$ cat config.mk
export PLATFORM = sky130hd
export DESIGN_NAME = lsp_port
export DESIGN_NICKNAME = d
export VERILOG_FILES = /design/src/rtl/lsp_pkg.sv /design/src/rtl/lsp_port.sv /design/src/rtl/lsp_sync.sv
export VERILOG_INCLUDE_DIRS = /design/src /design/src/rtl
export SDC_FILE = /design/constraint.sdc
export NUM_CORES = 1
export LEC_CHECK = 0
export BUFFER_PORTS_ARGS = -buffer_cell sky130_fd_sc_hd__buf_2
export CORE_AREA = 5 5 93 130
export DETAILED_ROUTE_END_ITERATION = 6
export DIE_AREA = 0 0 98 135
export PLACE_DENSITY = 0.68
export REMOVE_ABC_BUFFERS = 1
export SLEW_MARGIN = 0
export SYNTH_ARGS = -nofsm -noshare
export SYNTH_HDL_FRONTEND = slang
export SYNTH_HIERARCHICAL = 1
export SYNTH_SLANG_ARGS = --single-unit
$ cat constraint.sdc
create_clock -name hclk -period 3.8 [get_ports hclk]
set_input_delay 0.38 -clock hclk [delete_from_list [all_inputs] [get_ports hclk]]
set_output_delay 0.38 -clock hclk [all_outputs]
set_load 0.1 [all_outputs]
$ cat src/rtl/lsp_consts.svh
`ifndef LSP_CONSTS_SVH
`define LSP_CONSTS_SVH

// Register byte offsets on the AHB-Lite word map
`define LSP_OFS_DATA        8'h00
`define LSP_OFS_DIR         8'h04
`define LSP_OFS_CTRL        8'h08
`define LSP_OFS_COMSEL      8'h0C
`define LSP_OFS_PINS        8'h10

// Fields of the control register
`define LSP_CTRL_FLOAT_BIT  0
`define LSP_CTRL_PORT_IN_BIT 1
`define LSP_CTRL_WIDTH      2

// Reset values
`define LSP_RST_DATA        8'h00
`define LSP_RST_DIR         8'h00
`define LSP_RST_CTRL        2'h0
`define LSP_RST_COMSEL      8'h00

// Number of decoded address bits
`define LSP_ADDR_BITS       8

`endif

$ cat src/rtl/lsp_pkg.sv
package lsp_pkg;

   // Bus slave sequencing
   typedef enum logic [1:0] {
      LSP_ST_IDLE,
      LSP_ST_WRITE,
      LSP_ST_RD_FETCH,
      LSP_ST_RD_DONE
   } lsp_bus_state_t;

endpackage

$ cat src/rtl/lsp_port.sv
// The register offsets and the AHB-Lite interface to the registers were chosen for this implementation.
`include "lsp_consts.svh"

module lsp_port #(
   parameter int PINS = 8
) (
   input  wire logic                              hclk,
   input  wire logic                              hresetn,
   input  wire logic                              hsel,
   input  wire logic [31:0]                       haddr,
   input  wire logic [1:0]                        htrans,
   input  wire logic                              hwrite,
   input  wire logic [2:0]                        hsize,
   input  wire logic [31:0]                       hwdata,
   input  wire logic                              hready,
   output logic      [31:0]                       hrdata,
   output logic                                   hreadyout,
   output logic                                   hresp,
   input  wire logic                              rmw_access,
   input  wire logic                              standby_entry,
   input  wire logic [PINS-1:0]                   lcd_common_in,
   input  wire logic [PINS-1:0]                   pin_in,
   output logic      [PINS-1:0]                   pin_out,
   output logic      [PINS-1:0]                   pin_oe_n,
   output logic      [PINS-1:0]                   port_input_level
);

   // Reset values and the read mux are sized for one byte of pins
   if (PINS < 1 || PINS > 8) begin : g_pins_check
      $error("lsp_port: PINS must lie between 1 and 8");
   end

   ////////////////////////////////////////////////////////////////////////////
   // Address decode

   function automatic logic reg_hit(input logic [`LSP_ADDR_BITS-1:0] addr,
                                    input logic [`LSP_ADDR_BITS-1:0] ofs);
      reg_hit = (addr == ofs);
   endfunction

   lsp_pkg::lsp_bus_state_t         state_q;
   logic [`LSP_ADDR_BITS-1:0]       addr_q;
   logic                            rmw_q;
   logic [PINS-1:0]                 data_q;
   logic [PINS-1:0]                 dir_q;
   logic [`LSP_CTRL_WIDTH-1:0]      ctrl_q;
   logic [PINS-1:0]                 comsel_q;
   logic [PINS-1:0]                 hold_out_q;
   logic [PINS-1:0]                 hold_oen_q;
   logic [31:0]                     hrdata_q;
   logic [PINS-1:0]                 pin_sync;
   logic [PINS-1:0]                 live_out;
   logic [PINS-1:0]                 live_oen;
   logic [PINS-1:0]                 data_read;
   logic [31:0]                     read_mux;
   logic                            addr_phase;
   logic                            float_en;
   logic                            lcd_port_input_control;

   assign float_en   = ctrl_q[`LSP_CTRL_FLOAT_BIT];
   assign lcd_port_input_control = ctrl_q[`LSP_CTRL_PORT_IN_BIT];
   assign addr_phase = hsel && htrans[1] && hready;

   ////////////////////////////////////////////////////////////////////////////
   // AHB-Lite slave sequencing

   // Reads take one wait state so read data leaves a flip-flop and sees any
   // write that finished in the cycle before.
   always_ff @(posedge hclk or negedge hresetn) begin
      if (!hresetn) begin
         state_q <= lsp_pkg::LSP_ST_IDLE;
      end else begin
         case (state_q)
            lsp_pkg::LSP_ST_RD_FETCH: begin
               state_q <= lsp_pkg::LSP_ST_RD_DONE;
            end
            default: begin
               if (addr_phase && hwrite) begin
                  state_q <= lsp_pkg::LSP_ST_WRITE;
               end else if (addr_phase) begin
                  state_q <= lsp_pkg::LSP_ST_RD_FETCH;
               end else begin
                  state_q <= lsp_pkg::LSP_ST_IDLE;
               end
            end
         endcase
      end
   end

   always_ff @(posedge hclk or negedge hresetn) begin
      if (!hresetn) begin
         addr_q <= '0;
         rmw_q  <= 1'b0;
      end else if (addr_phase) begin
         addr_q <= haddr[`LSP_ADDR_BITS-1:0];
         rmw_q  <= rmw_access;
      end
   end

   assign hreadyout = (state_q != lsp_pkg::LSP_ST_RD_FETCH);
   assign hresp     = 1'b0;
   assign hrdata    = hrdata_q;

   ////////////////////////////////////////////////////////////////////////////
   // Registers

   // Latch takes writes in either direction; only the pin mux decides driving
   always_ff @(posedge hclk or negedge hresetn) begin
      if (!hresetn) begin
         data_q <= `LSP_RST_DATA;
      end else if (state_q == lsp_pkg::LSP_ST_WRITE && reg_hit(addr_q, `LSP_OFS_DATA)) begin
         data_q <= hwdata[PINS-1:0];
      end
   end

   always_ff @(posedge hclk or negedge hresetn) begin
      if (!hresetn) begin
         dir_q <= `LSP_RST_DIR;
      end else if (state_q == lsp_pkg::LSP_ST_WRITE && reg_hit(addr_q, `LSP_OFS_DIR)) begin
         dir_q <= hwdata[PINS-1:0];
      end
   end

   always_ff @(posedge hclk or negedge hresetn) begin
      if (!hresetn) begin
         ctrl_q   <= `LSP_RST_CTRL;
         comsel_q <= `LSP_RST_COMSEL;
      end else if (state_q == lsp_pkg::LSP_ST_WRITE) begin
         if (reg_hit(addr_q, `LSP_OFS_CTRL)) begin
            ctrl_q <= hwdata[`LSP_CTRL_WIDTH-1:0];
         end
         if (reg_hit(addr_q, `LSP_OFS_COMSEL)) begin
            comsel_q <= hwdata[PINS-1:0];
         end
      end
   end

   ////////////////////////////////////////////////////////////////////////////
   // Pin input path

   lsp_sync #(
      .WIDTH    (PINS)
   ) u_sync (
      .hclk     (hclk),
      .hresetn  (hresetn),
      .async_in (pin_in),
      .sync_out (pin_sync)
   );

   ////////////////////////////////////////////////////////////////////////////
   // Per-pin ownership and read value

   for (genvar i = 0; i < PINS; i++) begin : g_pin
      always_comb begin
         // LCD owns the pin only once port input control is on
         if (comsel_q[i] && lcd_port_input_control) begin
            live_out[i] = lcd_common_in[i];
            live_oen[i] = 1'b0;
         end else if (!comsel_q[i] && dir_q[i]) begin
            live_out[i] = data_q[i];
            live_oen[i] = 1'b0;
         end else begin
            live_out[i] = data_q[i];
            live_oen[i] = 1'b1;
         end
      end

      always_comb begin
         if (standby_entry && float_en) begin
            port_input_level[i] = 1'b0;
         end else if (comsel_q[i] && lcd_port_input_control) begin
            port_input_level[i] = 1'b0;
         end else begin
            port_input_level[i] = pin_sync[i];
         end
      end

      always_comb begin
         if (dir_q[i] || rmw_q) begin
            data_read[i] = data_q[i];
         end else begin
            data_read[i] = port_input_level[i];
         end
      end
   end

   ////////////////////////////////////////////////////////////////////////////
   // Standby pin state

   // The hold copy tracks the live state until standby, then freezes it, so
   // an LCD signal changing during standby never reaches the pin.
   always_ff @(posedge hclk or negedge hresetn) begin
      if (!hresetn) begin
         hold_out_q <= '0;
         hold_oen_q <= '1;
      end else if (!standby_entry) begin
         hold_out_q <= live_out;
         hold_oen_q <= live_oen;
      end
   end

   always_comb begin
      if (standby_entry && float_en) begin
         pin_out  = hold_out_q;
         pin_oe_n = '1;
      end else if (standby_entry) begin
         pin_out  = hold_out_q;
         pin_oe_n = hold_oen_q;
      end else begin
         pin_out  = live_out;
         pin_oe_n = live_oen;
      end
   end

   ////////////////////////////////////////////////////////////////////////////
   // Read data

   always_comb begin
      read_mux = '0;
      if (reg_hit(addr_q, `LSP_OFS_DATA)) begin
         read_mux[PINS-1:0] = data_read;
      end else if (reg_hit(addr_q, `LSP_OFS_DIR)) begin
         read_mux[PINS-1:0] = dir_q;
      end else if (reg_hit(addr_q, `LSP_OFS_CTRL)) begin
         read_mux[`LSP_CTRL_WIDTH-1:0] = ctrl_q;
      end else if (reg_hit(addr_q, `LSP_OFS_COMSEL)) begin
         read_mux[PINS-1:0] = comsel_q;
      end else if (reg_hit(addr_q, `LSP_OFS_PINS)) begin
         read_mux[PINS-1:0] = port_input_level;
      end
   end

   always_ff @(posedge hclk or negedge hresetn) begin
      if (!hresetn) begin
         hrdata_q <= '0;
      end else if (state_q == lsp_pkg::LSP_ST_RD_FETCH) begin
         hrdata_q <= read_mux;
      end
   end

   ////////////////////////////////////////////////////////////////////////////
   // Checks

   dir_out_drive_a: assert property (
      @(posedge hclk) disable iff (!hresetn)
      (!standby_entry && !comsel_q[0] && dir_q[0]) |-> (!pin_oe_n[0] && pin_out[0] == data_q[0]))
      else $error("output pin not driving its latch bit");

   input_release_a: assert property (
      @(posedge hclk) disable iff (!hresetn)
      (!standby_entry && comsel_q == '0 && dir_q == '0) |-> (pin_oe_n == '1))
      else $error("input pin is being driven");

   write_latch_a: assert property (
      @(posedge hclk) disable iff (!hresetn)
      (state_q == lsp_pkg::LSP_ST_WRITE && addr_q == `LSP_OFS_DATA)
         |=> (data_q == $past(hwdata[PINS-1:0])))
      else $error("data write did not reach the latch");

   read_output_a: assert property (
      @(posedge hclk) disable iff (!hresetn)
      (state_q == lsp_pkg::LSP_ST_RD_FETCH && addr_q == `LSP_OFS_DATA)
         |=> ((hrdata[PINS-1:0] & $past(dir_q)) == ($past(data_q) & $past(dir_q))))
      else $error("output bit read did not return the latch");

   rmw_read_a: assert property (
      @(posedge hclk) disable iff (!hresetn)
      (state_q == lsp_pkg::LSP_ST_RD_FETCH && addr_q == `LSP_OFS_DATA && rmw_q)
         |=> (hrdata[PINS-1:0] == $past(data_q)))
      else $error("read-modify-write read did not return the latch");

   float_block_a: assert property (
      @(posedge hclk) disable iff (!hresetn)
      (standby_entry && float_en) |-> (pin_oe_n == '1 && port_input_level == '0))
      else $error("standby float left a pin driven or an input open");

   hold_level_a: assert property (
      @(posedge hclk) disable iff (!hresetn)
      (standby_entry && !float_en && $past(standby_entry))
         |-> (pin_out == $past(pin_out) && pin_oe_n == $past(pin_oe_n)))
      else $error("pin state moved during standby hold");

   reset_dir_a: assert property (
      @(posedge hclk) disable iff (!hresetn)
      $rose(hresetn) |-> (dir_q == '0 && pin_oe_n == '1))
      else $error("direction not cleared by reset");

   lcd_route_a: assert property (
      @(posedge hclk) disable iff (!hresetn)
      (!standby_entry && comsel_q[0] && lcd_port_input_control)
         |-> (!pin_oe_n[0] && pin_out[0] == lcd_common_in[0] && port_input_level[0] == 1'b0))
      else $error("LCD common not routed to its pin");

   read_wait_a: assert property (
      @(posedge hclk) disable iff (!hresetn)
      (addr_phase && !hwrite) |=> (!hreadyout ##1 hreadyout))
      else $error("read did not answer after one wait state");

   write_read_c: cover property (
      @(posedge hclk) disable iff (!hresetn)
      (state_q == lsp_pkg::LSP_ST_WRITE) ##1 (state_q == lsp_pkg::LSP_ST_RD_FETCH));

   rmw_read_c: cover property (
      @(posedge hclk) disable iff (!hresetn)
      (state_q == lsp_pkg::LSP_ST_RD_FETCH && rmw_q && dir_q != '1));

   float_c: cover property (
      @(posedge hclk) disable iff (!hresetn)
      (standby_entry && float_en && dir_q != '0));

   lcd_c: cover property (
      @(posedge hclk) disable iff (!hresetn)
      (comsel_q != '0 && lcd_port_input_control && !standby_entry));

endmodule // lsp_port

$ cat src/rtl/lsp_sync.sv
module lsp_sync #(
   parameter int WIDTH = 8
) (
   input  wire logic             hclk,
   input  wire logic             hresetn,
   input  wire logic [WIDTH-1:0] async_in,
   output logic      [WIDTH-1:0] sync_out
);

   logic [WIDTH-1:0] stage1_q;

   if (WIDTH < 1) begin : g_width_check
      $error("lsp_sync: WIDTH must be at least 1");
   end

   // First stage is read by the second stage only
   always_ff @(posedge hclk or negedge hresetn) begin
      if (!hresetn) begin
         stage1_q <= '0;
         sync_out <= '0;
      end else begin
         stage1_q <= async_in;
         sync_out <= stage1_q;
      end
   end

endmodule // lsp_sync
==> results.json <==
{
  "status": "complete, no violations",
  "grt_pass1_wl_um": 14600,
  "grt_pass1_vias": 2907,
  "fp.dieW_um": 98,
  "synth.distinct_cells": 41,
  "ir_drop_v": 0.000240,
  "numCtsBuffers": 9,
  "wl_per_cell_um": 16.1,
  "fp.dieH_um": 135,
  "num-fill-cells": 1042,
  "worstPathArrival_ns": 2.14,
  "start_util": 0.342,
  "num_vias": 2718,
  "fin_crit_ns": 2.52,
  "synth_edf_count": 0,
  "hpwlAfterDp_um": 6340,
  "post_cts_buffers": 0,
  "hold_class": "in2reg",
  "synth_compound_area_frac": 0.134,
  "finalSetupViolations": 0,
  "cp_data_required_time_ns": 3.42,
  "path_class": "reg2out",
  "hold_slack_ns": 0.152,
  "multi_input_area_um2": 1540,
  "setup-tns-final_ns": 0,
  "drv_slew": 0,
  "grt_max_degree": 78,
  "setup_ws_ns": 1.28,
  "fin_crit_sh": 0.664,
  "reg2reg_depth": 4,
  "drt_iter0_drc": 149,
  "worstSetupEndpointType": "output port",
  "cts-root-buf": "clkbuf_16",
  "avgSynthCellArea_um2": 10.8,
  "antenna_found_initial": 0,
  "clock-sinks": 77,
  "synth_area_um2": 3680,
  "synth_ff_type": "dfrtp_1",
  "die_area_um2": 13200,
  "gp_congestion": 0.811,
  "io_pins": 150,
  "syn_inst": 340,
  "ys_ff_latch": 77,
  "synthToLayoutAreaGrowth_pct": 20.3,
  "cp-start-kind": "flip-flop",
  "regArea_um2": 1940,
  "power_density_nw_per_um2": 663,
  "ys_seq_area_frac": 0.527,
  "max_freq_mhz": 397,
  "slew_headroom": 0.347,
  "stdcell_area_um2": 4430,
  "clk_path_buf_depth": 2,
  "synth_xor_area_frac": 0,
  "cts_tree": "yes",
  "num_antenna_cells": 0,
  "drv_cap": 0,
  "ant_nets": 0,
  "cts_hold_buf": 0,
  "synth_fa_ha_area_frac": 0,
  "io_buffers": 72,
  "rsz0062_at_grt": "no",
  "yosys_warnings": 6,
  "drive_above_1_share": 0.363,
  "rows": 45,
  "synthMuxAreaShare": 0.140,
  "cts_resized": 0,
  "clk_pin_slew_ns": 0.06,
  "synth_top_family_by_area": "multiplexers",
  "whs_path_depth": 1,
  "viasPerCell": 4.91,
  "grtUsageTotal": 0.139,
  "drc_errors": 0,
  "nNetsFinal": 501,
  "wirelength_um": 8910,
  "synth-simple-area-share": 0.120,
  "place_area_um2": 4080,
  "skew_ns": 0.00451,
  "worstSkewPairLatency_ns": 0.33,
  "crit_fanout": 14,
  "p_leak_nw": 2.09,
  "place_ws_ns": 1.50,
  "core_um2": 10800,
  "overflow": 0,
  "worst-slew-pin-transition_ns": 0.979,
  "htreeDepth": 3,
  "ys_async_sr_fraction": 1.00,
  "hold_viol": 0,
  "firstDrtPassIters": 4
}
-- final timing paths --
path	start	end	slack, ns
max in group asynchronous	hresetn	data_q[2]	2.96
setup reg to reg	addr_q[0]	dir_q[6]	1.55
hold / removal	pin_in[1]	u_sync/stage1_q[1]	0.15
min in group asynchronous	hresetn	u_sync/stage1_q[3]	0.19
hold reg to reg	u_sync/stage1_q[7]	u_sync/sync_out[7]	0.35
setup / recovery	ctrl_q[1]	pin_oe_n[4]	1.28
-- Yosys cell counts (7+ instances only) --
library cell / number / area share
nor2_1: 14 / 0.014
or2_2: 7 / 0.012
nand2b_1: 7 / 0.012
mux2i_1: 12 / 0.033
mux2_2: 35 / 0.11
inv_1: 12 / 0.012
clkbuf_1: 13 / 0.013
buf_4: 25 / 0.051
dfstp_2: 8 / 0.057
nand2_1: 32 / 0.033
dfrtp_1: 69 / 0.47
o21ai_0: 44 / 0.060
-- sequential cells by signal (all words and copies together), names as in the netlist --
register / flops
comsel_q: 8
addr_q: 8
u_sync/sync_out: 8
hold_out_q: 8
hold_oen_q: 8
rmw_q: 1
ctrl_q: 2
u_sync/stage1_q: 8
data_q: 8
state_q: 2
dir_q: 8
hrdata: 8
-- routing by layer --
layer  routed length [um]  GRT usage
met1                 3660      0.170
met2                 4490      0.233
met3                  455     0.0207
met4                  291     0.0770
met5                    0          0
-- metrics by stage --
stage,instances,utilization,total power [mW]
final,554,0.412,2.93
after global routing,554,0.412,3.06
after CTS,554,0.412,2.96
after detailed placement,539,0.379,1.96
after global placement,539,0.379,1.94
after floorplan,324,-,1.80
-- logic make-up after synthesis --
family                 count (synthesis)
AOI/OAI and AO/OA                     78
buffers and inverters                 52
DFF                                   77
muxes                                 47
other                                  1
and+or+nand+nor                       85
-- final cells by class --
class | instances | share of cell area
Clock buffer | 11 | 0.0571
Clock inverter | 4 | 0.0215
Inverter | 12 | 0.0102
Multi-Input combinational cell | 235 | 0.348
Sequential cell | 77 | 0.438
Tap cell | 141 | 0.0399
Timing Repair Buffer | 74 | 0.0854
-- cell usage in the layout (no fill, tap or decap), drive strengths merged, types with 3 or more instances in the layout --
| cell | synthesis | final |
|---|---|---|
| a21bo | 4 | 4 |
| a21oi | 4 | 4 |
| a221o | 4 | 4 |
| a22oi | 3 | 3 |
| buf | 27 | 74 |
| bufinv | 0 | 3 |
| clkbuf | 13 | 11 |
| conb | 1 | 25 |
| dfrtp | 69 | 69 |
| dfstp | 8 | 8 |
| inv | 12 | 12 |
| mux2 | 35 | 35 |
| mux2i | 12 | 12 |
| nand2 | 33 | 33 |
| nand2b | 7 | 7 |
| nand3 | 4 | 4 |
| nand4 | 6 | 6 |
| nor2 | 14 | 14 |
| nor3 | 4 | 4 |
| o21ai | 44 | 44 |
| o22ai | 6 | 6 |
| o41ai | 4 | 4 |
| or2 | 7 | 7 |
-- report_power, final --
group	total (mW)	switching [mW]	internal, mW
logic	0.877	0.670	0.207
registers	1.07	0.127	0.945
clock network	0.985	0.313	0.672
total	2.93	1.11	1.82
-- worst max-delay path, cell delays in order, from the launching register on --
cell and delay, ns:
dfrtp_1 0.71, nand2_1 0.23, o21ai_0 0.12, o21ai_0 0.14
or2_2 0.32, buf_2 0.29
(Power assumes the default switching activity.)
